File: config.mk
export PLATFORM = sky130hd
export DESIGN_NAME = clk_ctl
export DESIGN_NICKNAME = d
export VERILOG_FILES = /design/src/rtl/clk_ctl_pkg.sv /design/src/rtl/tick_gen.sv /design/src/rtl/clk_ctl.sv
export SDC_FILE = /design/constraint.sdc
export NUM_CORES = 1
export LEC_CHECK = 0
export ABC_AREA = 0
export BUFFER_PORTS_ARGS = -buffer_cell sky130_fd_sc_hd__buf_2
export CAP_MARGIN = 25
export CORE_MARGIN = 4
export CORE_UTILIZATION = 54
export CTS_CLUSTER_DIAMETER = 80
export DETAILED_ROUTE_END_ITERATION = 7
export GPL_ROUTABILITY_DRIVEN = 0
export PLACE_DENSITY = 0.78
export SLEW_MARGIN = 0
export SYNTH_ARGS = -nofsm -noshare
export SYNTH_HDL_FRONTEND = slang
export SYNTH_HIERARCHICAL = 1
export SYNTH_SLANG_ARGS = --single-unit
export TNS_END_PERCENT = 30
File: constraint.sdc
create_clock -name clk_in -period 2.75 [get_ports clk_in]
set_clock_uncertainty 0.1 [all_clocks]
set_input_delay 0.1375 -clock clk_in [delete_from_list [all_inputs] [get_ports clk_in]]
set_output_delay 0.1375 -clock clk_in [all_outputs]
set_load 0.02 [all_outputs]
File: src/rtl/clk_ctl_pkg.sv
// Constants and carrier types for the DAC clock control block
// How it works
// - Multiplier enable set: input clock is data rate; clear: sample rate, bypassed.
// - Derive aligned 1x, 2x, 4x and 8x clock enables for downstream logic.
// - Lock status drives the lock pin and bit 1 of register 00h.
// - Oscillator rate equals data rate times interpolation times prescaler.
// - Zero stuffing doubles the oscillator rate once more.
// - Lock indicator on shared data clock pin, or serial out pin when moved.
package clk_ctl_pkg;

   // ----------------------------------------------------------------
   // Register indices (byte address is four times the index)
   // ----------------------------------------------------------------
   localparam logic [5:0] IDX_STATUS   = 6'h00;
   localparam logic [5:0] IDX_PINSEL   = 6'h01;
   localparam logic [5:0] IDX_PLLCTL   = 6'h02;
   localparam logic [5:0] IDX_OUTLOC   = 6'h03;
   localparam logic [5:0] IDX_CFG      = 6'h05;
   localparam logic [5:0] IDX_IRQ_ST   = 6'h06;
   localparam logic [5:0] IDX_IRQ_MASK = 6'h07;

   // ----------------------------------------------------------------
   // Field positions
   // ----------------------------------------------------------------
   localparam int POS_LOCK      = 1;
   localparam int POS_DCLK_SEL  = 0;
   localparam int POS_PLL_EN    = 7;
   localparam int POS_OUT_LOC   = 7;
   localparam int POS_INTERP    = 0;
   localparam int POS_PRESC     = 2;
   localparam int POS_ZSTUFF    = 4;
   localparam int POS_IRQ_GAIN  = 0;
   localparam int POS_IRQ_LOSS  = 1;

   // ----------------------------------------------------------------
   // Reset values
   // ----------------------------------------------------------------
   localparam logic       RST_PLL_EN   = 1'b0;
   localparam logic       RST_DCLK_SEL = 1'b0;
   localparam logic       RST_OUT_LOC  = 1'b0;
   localparam logic [1:0] RST_INTERP   = 2'h0;
   localparam logic [1:0] RST_PRESC    = 2'h0;
   localparam logic       RST_ZSTUFF   = 1'b0;
   localparam logic [1:0] RST_IRQ      = 2'h0;

   // ----------------------------------------------------------------
   // Timing counts
   // ----------------------------------------------------------------
   localparam int          PERIOD_W   = 16;
   localparam logic [3:0]  LOCK_EDGES = 4'h8;
   localparam logic [15:0] PER_MAX    = 16'hffff;

   // ----------------------------------------------------------------
   // Carrier types
   // ----------------------------------------------------------------
   typedef struct packed {
      logic       pll_en;
      logic       dclk_sel;
      logic       out_loc;
      logic [1:0] interp_log2;
      logic [1:0] presc_log2;
      logic       zero_stuff;
   } clk_cfg_t;

   typedef struct packed {
      logic en_1x;
      logic en_2x;
      logic en_4x;
      logic en_8x;
   } clk_en_t;

endpackage : clk_ctl_pkg

File: src/rtl/tick_gen.sv
// Programmable-period tick generator, restartable by a sync pulse
module tick_gen
   import clk_ctl_pkg::*;
(
   input  wire logic                clk_in,
   input  wire logic                rst_in,
   input  wire logic                run_in,
   input  wire logic                sync_in,
   input  wire logic [PERIOD_W-1:0] period_in,
   output logic                     tick_out
);

   logic [PERIOD_W-1:0] cnt_r;
   logic [PERIOD_W-1:0] cnt_nxt;
   logic                tick_r;
   logic                tick_nxt;

   // ----------------------------------------------------------------
   // Countdown
   // ----------------------------------------------------------------
   always_comb begin
      cnt_nxt  = cnt_r;
      tick_nxt = 1'b0;
      if (!run_in || period_in == '0) begin
         cnt_nxt = '0;
      end else if (sync_in || cnt_r == '0) begin
         cnt_nxt  = period_in - 16'h0001;
         tick_nxt = 1'b1;
      end else begin
         cnt_nxt = cnt_r - 16'h0001;
      end
   end

   always_ff @(posedge clk_in or posedge rst_in) begin
      if (rst_in) begin
         cnt_r  <= '0;
         tick_r <= 1'b0;
      end else begin
         cnt_r  <= cnt_nxt;
         tick_r <= tick_nxt;
      end
   end

   assign tick_out = tick_r;

endmodule // tick_gen

File: src/rtl/clk_ctl.sv
// Clock control top: Wishbone registers, lock detect, clock enables
module clk_ctl
   import clk_ctl_pkg::*;
(
   input  wire logic        clk_in,
   input  wire logic        rst_in,
   input  wire logic        wb_cyc_in,
   input  wire logic        wb_stb_in,
   input  wire logic        wb_we_in,
   input  wire logic [31:0] wb_adr_in,
   input  wire logic [31:0] wb_dat_in,
   input  wire logic [3:0]  wb_sel_in,
   output logic [31:0]      wb_dat_out,
   output logic             wb_ack_out,
   input  wire logic        sample_clock_input_in,
   output logic             lock_out,
   output logic             data_rate_clock_out,
   output logic             sdo_pin_out,
   output logic             osc_tick_out,
   output logic             clk_en_1x_out,
   output logic             clk_en_2x_out,
   output logic             clk_en_4x_out,
   output logic             clk_en_8x_out,
   output logic             irq_out
);

   // ----------------------------------------------------------------
   // Register bus
   // ----------------------------------------------------------------
   clk_cfg_t    cfg_r;
   clk_cfg_t    cfg_nxt;
   logic [1:0]  ist_r;
   logic [1:0]  ist_nxt;
   logic [1:0]  imask_r;
   logic [1:0]  imask_nxt;
   logic        ack_r;
   logic        ack_nxt;
   logic [31:0] dat_r;
   logic [31:0] dat_nxt;
   logic        irq_r;
   logic        irq_nxt;
   logic        lock_r;
   logic        lock_nxt;
   logic [5:0]  idx;
   logic        hit;
   logic        wr;
   logic [1:0]  ev_set;

   assign idx    = wb_adr_in[7:2];
   assign hit    = wb_cyc_in && wb_stb_in && !ack_r;
   assign wr     = hit && wb_we_in && wb_sel_in[0]
                   && wb_adr_in[31:8] == 24'h000000;
   assign ev_set = {lock_r && !lock_nxt, !lock_r && lock_nxt};

   always_comb begin
      cfg_nxt   = cfg_r;
      imask_nxt = imask_r;
      ist_nxt   = ist_r;
      ack_nxt   = hit;
      dat_nxt   = 32'h00000000;
      if (wr) begin
         if (idx == IDX_PINSEL) begin
            cfg_nxt.dclk_sel = wb_dat_in[POS_DCLK_SEL];
         end else if (idx == IDX_PLLCTL) begin
            cfg_nxt.pll_en = wb_dat_in[POS_PLL_EN];
         end else if (idx == IDX_OUTLOC) begin
            cfg_nxt.out_loc = wb_dat_in[POS_OUT_LOC];
         end else if (idx == IDX_CFG) begin
            cfg_nxt.interp_log2 = wb_dat_in[POS_INTERP +: 2];
            cfg_nxt.presc_log2  = wb_dat_in[POS_PRESC +: 2];
            cfg_nxt.zero_stuff  = wb_dat_in[POS_ZSTUFF];
         end else if (idx == IDX_IRQ_ST) begin
            ist_nxt = ist_r & ~wb_dat_in[1:0];
         end else if (idx == IDX_IRQ_MASK) begin
            imask_nxt = wb_dat_in[1:0];
         end
      end
      ist_nxt = ist_nxt | ev_set;
      if (hit && !wb_we_in && wb_adr_in[31:8] == 24'h000000) begin
         if (idx == IDX_STATUS) begin
            dat_nxt[POS_LOCK] = lock_r;
         end else if (idx == IDX_PINSEL) begin
            dat_nxt[POS_DCLK_SEL] = cfg_r.dclk_sel;
         end else if (idx == IDX_PLLCTL) begin
            dat_nxt[POS_PLL_EN] = cfg_r.pll_en;
         end else if (idx == IDX_OUTLOC) begin
            dat_nxt[POS_OUT_LOC] = cfg_r.out_loc;
         end else if (idx == IDX_CFG) begin
            dat_nxt[POS_INTERP +: 2] = cfg_r.interp_log2;
            dat_nxt[POS_PRESC +: 2]  = cfg_r.presc_log2;
            dat_nxt[POS_ZSTUFF]      = cfg_r.zero_stuff;
         end else if (idx == IDX_IRQ_ST) begin
            dat_nxt[1:0] = ist_r;
         end else if (idx == IDX_IRQ_MASK) begin
            dat_nxt[1:0] = imask_r;
         end
      end
      irq_nxt = |(ist_r & imask_r);
   end

   always_ff @(posedge clk_in or posedge rst_in) begin
      if (rst_in) begin
         cfg_r   <= {RST_PLL_EN, RST_DCLK_SEL, RST_OUT_LOC, RST_INTERP,
                     RST_PRESC, RST_ZSTUFF};
         ist_r   <= RST_IRQ;
         imask_r <= RST_IRQ;
         ack_r   <= 1'b0;
         dat_r   <= 32'h00000000;
         irq_r   <= 1'b0;
      end else begin
         cfg_r   <= cfg_nxt;
         ist_r   <= ist_nxt;
         imask_r <= imask_nxt;
         ack_r   <= ack_nxt;
         dat_r   <= dat_nxt;
         irq_r   <= irq_nxt;
      end
   end

   assign wb_ack_out = ack_r;
   assign wb_dat_out = dat_r;
   assign irq_out    = irq_r;

   // ----------------------------------------------------------------
   // Reference edge and lock detect
   // ----------------------------------------------------------------
   logic                ref_prev_r;
   logic                ref_edge;
   logic [PERIOD_W-1:0] per_cnt_r;
   logic [PERIOD_W-1:0] per_cnt_nxt;
   logic [PERIOD_W-1:0] ref_per_r;
   logic [PERIOD_W-1:0] ref_per_nxt;
   logic [3:0]          stable_r;
   logic [3:0]          stable_nxt;
   logic [PERIOD_W-1:0] per_diff;

   assign ref_edge = sample_clock_input_in && !ref_prev_r;
   assign per_diff = (per_cnt_r > ref_per_r) ? per_cnt_r - ref_per_r
                                             : ref_per_r - per_cnt_r;

   always_comb begin
      per_cnt_nxt = per_cnt_r;
      ref_per_nxt = ref_per_r;
      stable_nxt  = stable_r;
      lock_nxt    = lock_r;
      if (!cfg_r.pll_en) begin
         stable_nxt = 4'h0;
         lock_nxt   = 1'b0;
      end else if (ref_edge) begin
         per_cnt_nxt = 16'h0001;
         ref_per_nxt = per_cnt_r;
         if (per_diff <= 16'h0001 && per_cnt_r != PER_MAX) begin
            if (stable_r != LOCK_EDGES) begin
               stable_nxt = stable_r + 4'h1;
            end
         end else begin
            stable_nxt = 4'h0;
         end
         lock_nxt = (stable_nxt == LOCK_EDGES);
      end else if (per_cnt_r == PER_MAX) begin
         stable_nxt = 4'h0;
         lock_nxt   = 1'b0;
      end else begin
         per_cnt_nxt = per_cnt_r + 16'h0001;
      end
   end

   always_ff @(posedge clk_in or posedge rst_in) begin
      if (rst_in) begin
         ref_prev_r <= 1'b0;
         per_cnt_r  <= '0;
         ref_per_r  <= '0;
         stable_r   <= 4'h0;
         lock_r     <= 1'b0;
      end else begin
         ref_prev_r <= sample_clock_input_in;
         per_cnt_r  <= per_cnt_nxt;
         ref_per_r  <= ref_per_nxt;
         stable_r   <= stable_nxt;
         lock_r     <= lock_nxt;
      end
   end

   // ----------------------------------------------------------------
   // Oscillator and 8x tick generators
   // ----------------------------------------------------------------
   logic [2:0]          osc_sh;
   logic [PERIOD_W-1:0] osc_per_r;
   logic [PERIOD_W-1:0] osc_per_nxt;
   logic [PERIOD_W-1:0] fast_per;
   logic                tick8;

   assign osc_sh = {1'b0, cfg_r.interp_log2} + {1'b0, cfg_r.presc_log2}
                   + {2'h0, cfg_r.zero_stuff};
   assign osc_per_nxt = ref_per_r >> osc_sh;
   assign fast_per    = ref_per_r >> 3;

   tick_gen u_osc (
      .clk_in    (clk_in),
      .rst_in    (rst_in),
      .run_in    (cfg_r.pll_en),
      .sync_in   (ref_edge),
      .period_in (osc_per_r),
      .tick_out  (osc_tick_out)
   );

   tick_gen u_fast (
      .clk_in    (clk_in),
      .rst_in    (rst_in),
      .run_in    (cfg_r.pll_en),
      .sync_in   (ref_edge),
      .period_in (fast_per),
      .tick_out  (tick8)
   );

   // ----------------------------------------------------------------
   // Aligned clock enables and pins
   // ----------------------------------------------------------------
   clk_en_t    en_r;
   clk_en_t    en_nxt;
   logic [2:0] phase_r;
   logic [2:0] phase_nxt;
   logic       dclk_r;
   logic       dclk_nxt;
   logic       pin8_r;
   logic       pin8_nxt;
   logic       pin53_r;
   logic       pin53_nxt;
   logic       lockp_r;
   logic       fast;
   logic       show_lock;

   // Bypass: each input edge is the top rate; else the 8x tick
   assign fast      = cfg_r.pll_en ? tick8 : ref_edge;
   assign show_lock = cfg_r.pll_en && !cfg_r.dclk_sel;

   always_comb begin
      phase_nxt = phase_r;
      dclk_nxt  = dclk_r;
      en_nxt    = '0;
      if (fast) begin
         phase_nxt    = phase_r + 3'h1;
         en_nxt.en_8x = 1'b1;
         en_nxt.en_4x = (phase_r[0] == 1'b0);
         en_nxt.en_2x = (phase_r[1:0] == 2'h0);
         en_nxt.en_1x = (phase_r == 3'h0);
         if (phase_r[1:0] == 2'h0) begin
            dclk_nxt = !dclk_r;
         end
      end
      if (show_lock) begin
         pin8_nxt  = cfg_r.out_loc ? 1'b0 : lock_r;
         pin53_nxt = cfg_r.out_loc ? lock_r : 1'b0;
      end else begin
         pin8_nxt  = cfg_r.out_loc ? 1'b0 : dclk_r;
         pin53_nxt = cfg_r.out_loc ? dclk_r : 1'b0;
      end
   end

   always_ff @(posedge clk_in or posedge rst_in) begin
      if (rst_in) begin
         phase_r <= 3'h0;
         dclk_r  <= 1'b0;
         en_r    <= '0;
         pin8_r  <= 1'b0;
         pin53_r <= 1'b0;
         lockp_r <= 1'b0;
         osc_per_r <= '0;
      end else begin
         phase_r <= phase_nxt;
         dclk_r  <= dclk_nxt;
         en_r    <= en_nxt;
         pin8_r  <= pin8_nxt;
         pin53_r <= pin53_nxt;
         lockp_r <= lock_r;
         osc_per_r <= osc_per_nxt;
      end
   end

   assign clk_en_1x_out       = en_r.en_1x;
   assign clk_en_2x_out       = en_r.en_2x;
   assign clk_en_4x_out       = en_r.en_4x;
   assign clk_en_8x_out       = en_r.en_8x;
   assign data_rate_clock_out = pin8_r;
   assign sdo_pin_out         = pin53_r;
   assign lock_out            = lockp_r;
endmodule // clk_ctl

==> flow_metrics.tcl <==
set metrics [dict create \
    wl_per_cell_um 19.2 \
    reg2reg_slack_ns -0.43 \
    cp_slowest_cell "dfrtp_1" \
    dr.pass1.iters 6 \
    multi_input_area_sq_um 5960 \
    leakage_uw 0.00565 \
    clkLatencyLatePin_ns 0.43 \
    worstMarginPinSlew_ns 0.708 \
    synth_warnings 6 \
    fin_crit_ns 3.18 \
    synth_top_area_frac 0.324 \
    num_antenna_cells 0 \
    start_util 0.553 \
    drc_errors 0 \
    power.total_uw 4460 \
    arrival_ns 3.44 \
    ant_nets 0 \
    n_fill_cell 1156 \
    grt_setup_unrepaired "yes" \
    relSlewSlack 0.528 \
    cts_buffers 17 \
    drt_iter0_markers 893 \
    power_density_nw_per_um2 375 \
    fp.dieW_um 138 \
    layout.area.seq_sq_um 2980 \
    synthCells 1051 \
    cp-end-kind "register" \
    timing.setup.tns_ns -2.47 \
    dp.final_hpwl_um 20000 \
    syn_area_sq_um 9200 \
    rows 47 \
    cts-root-buf "clkbuf_16" \
    wl_met1_um 11800 \
    required_ns 3.01 \
    violations "setup timing" \
    cts_tree "done" \
    fp.coreArea_sq_um 16600 \
    critPathKind "reg2reg" \
    finalHoldViolCount 0 \
    avgSynthCellArea_sq_um 8.75 \
    async_reset_ff_frac 1.00 \
    drive_gt1_frac 0.294 \
    drv_cap 0 \
    wl_um 29300 \
    die_area_sq_um 19200 \
    grt_pass1_wl_um 45800 \
    synthTopCellsByCount "dfrtp_1, nand2_1, o21ai_0, nor2_1, inv_1" \
    timing.fmax_mhz 315 \
    grt_max_degree 48 \
    wl_met2_um 14600 \
    clockBufferDepth 2 \
    grt_pass1_vias 9019 \
    yosysUniqueCellTypes 87 \
    finalSetupViolCount 7 \
    hold_path.class "in2reg" \
    slowest_delay_ns 0.38 \
    yosysMostFrequentCell "dfrtp_1" \
    synth_edf_count 0 \
    synth-seq-cells 119 \
    vias_per_cell 6.22 \
    worstPathCellList "inv_1 -> ha_2 -> buf_4 -> and4_1 -> and4_1 -> a221oi_1 -> a22oi_1 -> a21oi_1 -> xor2_1 -> o211ai_4 -> o31ai_1 -> a22o_1" \
    cpMostUsedCell "and4_1" \
    vdd_ir_drop_max_uv 430 \
    synth.area.top_cells "dfrtp_1, ha_1, o21ai_0" \
    route.vias.total 9518 \
    slew_violations 0 \
    fin_nets 1414 \
    period_share 1.16 \
    grt_usage 0.289 \
    crit_fanout 7 \
    synth_flop_cell "dfrtp_1" \
    boundaryPins 116 \
    layout_setup_ws_ns -0.429 \
    die_h_um 138 \
    start_kind "register" \
    antenna_found_initial 0 \
    synth_seq_area_share 0.324 \
    dr.max_layer_used "met4" \
    dr_wl_met3_um 2010 \
    io_buffer_count 58 \
    syn2layout_area_growth_pct 29.6 \
    htree_levels 4 \
    clk_pin_slew_ns 0.07 \
    grt_remaining_overflow 0 \
    synth_top_area_cell "dfrtp_1" \
    outcome "finished, violations left" \
    clock_sinks 119 \
]
what timing repair did:
action                                  4_1_cts  5_1_grt
hold buffers                                 17        0
gates resized for setup                       9       41
endpoints found under the setup margin        9       31
pin swaps                                     6       13
hold endpoints to repair                     88        0
setup buffers                                 2        3
layer usage:
layer	vias to the layer above	global-route usage
li1	4319	-
met1	4597	0.370
met2	517	0.496
met3	85	0.0445
met4	0	0.107
met5	-	0
placed cells by master, fill, tap and decap left out, drive strengths merged, types with 10 or more instances in the layout:
| cell type | n |
|---|---|
| xnor2 | 17 |
| mux2 | 12 |
| nand2b | 10 |
| nand3 | 28 |
| mux2i | 37 |
| xor2 | 12 |
| o21ai | 99 |
| buf | 242 |
| nand2 | 105 |
| and3 | 12 |
| clkbuf | 17 |
| o211ai | 15 |
| inv | 69 |
| or3 | 14 |
| dlygate4sd3 | 17 |
| o21a | 10 |
| a31oi | 10 |
| conb | 37 |
| nand4 | 11 |
| and4 | 10 |
| nor2 | 70 |
| dfrtp | 119 |
| a21oi | 43 |
| a211oi | 18 |
| or4 | 10 |
| nor3b | 11 |
| o31ai | 15 |
| and2 | 10 |
| nor4 | 24 |
| ha | 38 |
| nor3 | 35 |
| a21o | 15 |
power breakdown:
group	leakage, uW	total (uW)	internal [uW]	switching [uW]
logic	0.00373	320	114	206
clock network	0.000296	2320	1370	951
registers	0.00162	1820	1800	22.9
logic make-up (layout without fill, tap and decap cells):
group,after synthesis,in the layout,share of synthesized area
AO/OA/AOI/OAI,309,309,0.239
multiplexers,52,52,0.0623
flip-flops,119,119,0.324
other,1,37,0.000408
adder cells (fa/ha/maj),42,42,0.0604
AND/OR/NAND/NOR,370,370,0.217
buffers and inverters,129,353,0.0690
XOR/XNOR,29,29,0.0276
state kept, by name (all words and copies together) (netlist names), 4 cells and up:
| register | count |
|---|---|
| wb_dat_out | 6 |
| osc_per_r | 16 |
| ref_per_r | 16 |
| stable_r | 4 |
| u_fast/cnt_r | 16 |
| per_cnt_r | 16 |
| u_osc/cnt_r | 16 |
| cfg_r | 8 |
worst paths after layout:
path	from	to	cells after the start
max	per_cnt_r[3]$_DFFE_PP0P_	stable_r[2]$_DFFE_PP0P_	12
min	wb_adr_in[23]	wb_dat_out[1]$_DFF_PP0_	5
max reg2reg	per_cnt_r[3]$_DFFE_PP0P_	stable_r[2]$_DFFE_PP0P_	12
min reg2reg	phase_r[2]$_DFFE_PP0P_	clk_en_1x_out$_DFF_PP0_	1
max in group asynchronous	rst_in	stable_r[1]$_DFFE_PP0P_	4
min in group asynchronous	rst_in	osc_per_r[0]$_DFF_PP0_	3
metrics by stage:
stage	setup WS, ns	utilization	hold slack (ns)	cell area [sq um]	cells
after floorplan	-0.0750	-	-0.0364	9350	1087
after global placement	-0.275	0.654	0.171	10900	1477
after detailed placement	-0.413	0.654	0.173	10900	1477
after CTS	-0.334	0.704	0.0720	11700	1528
after global routing	-0.637	0.716	0.128	11900	1531
final	-0.429	0.716	0.112	11900	1531
worst max-delay path, delay by kind of cell, from the launching register on:
family | cells | cell delay [ns]
AOI/OAI and AO/OA | 6 | 1.29
and+or+nand+nor | 2 | 0.46
DFF | 1 | 0.38
adders and majority gates | 1 | 0.34
buffers and inverters | 2 | 0.27
xor gates and xnor gates | 1 | 0.26
layout make-up:
cell class / count / share of cell area
multi-input cells: 839 / 0.500
flip-flops and latches: 119 / 0.250
repair buffers: 259 / 0.157
clock buffers: 17 / 0.0357
well taps: 220 / 0.0231
inverters: 62 / 0.0196
clock inverters: 15 / 0.0151
Power figures use the tool's default switching activity.
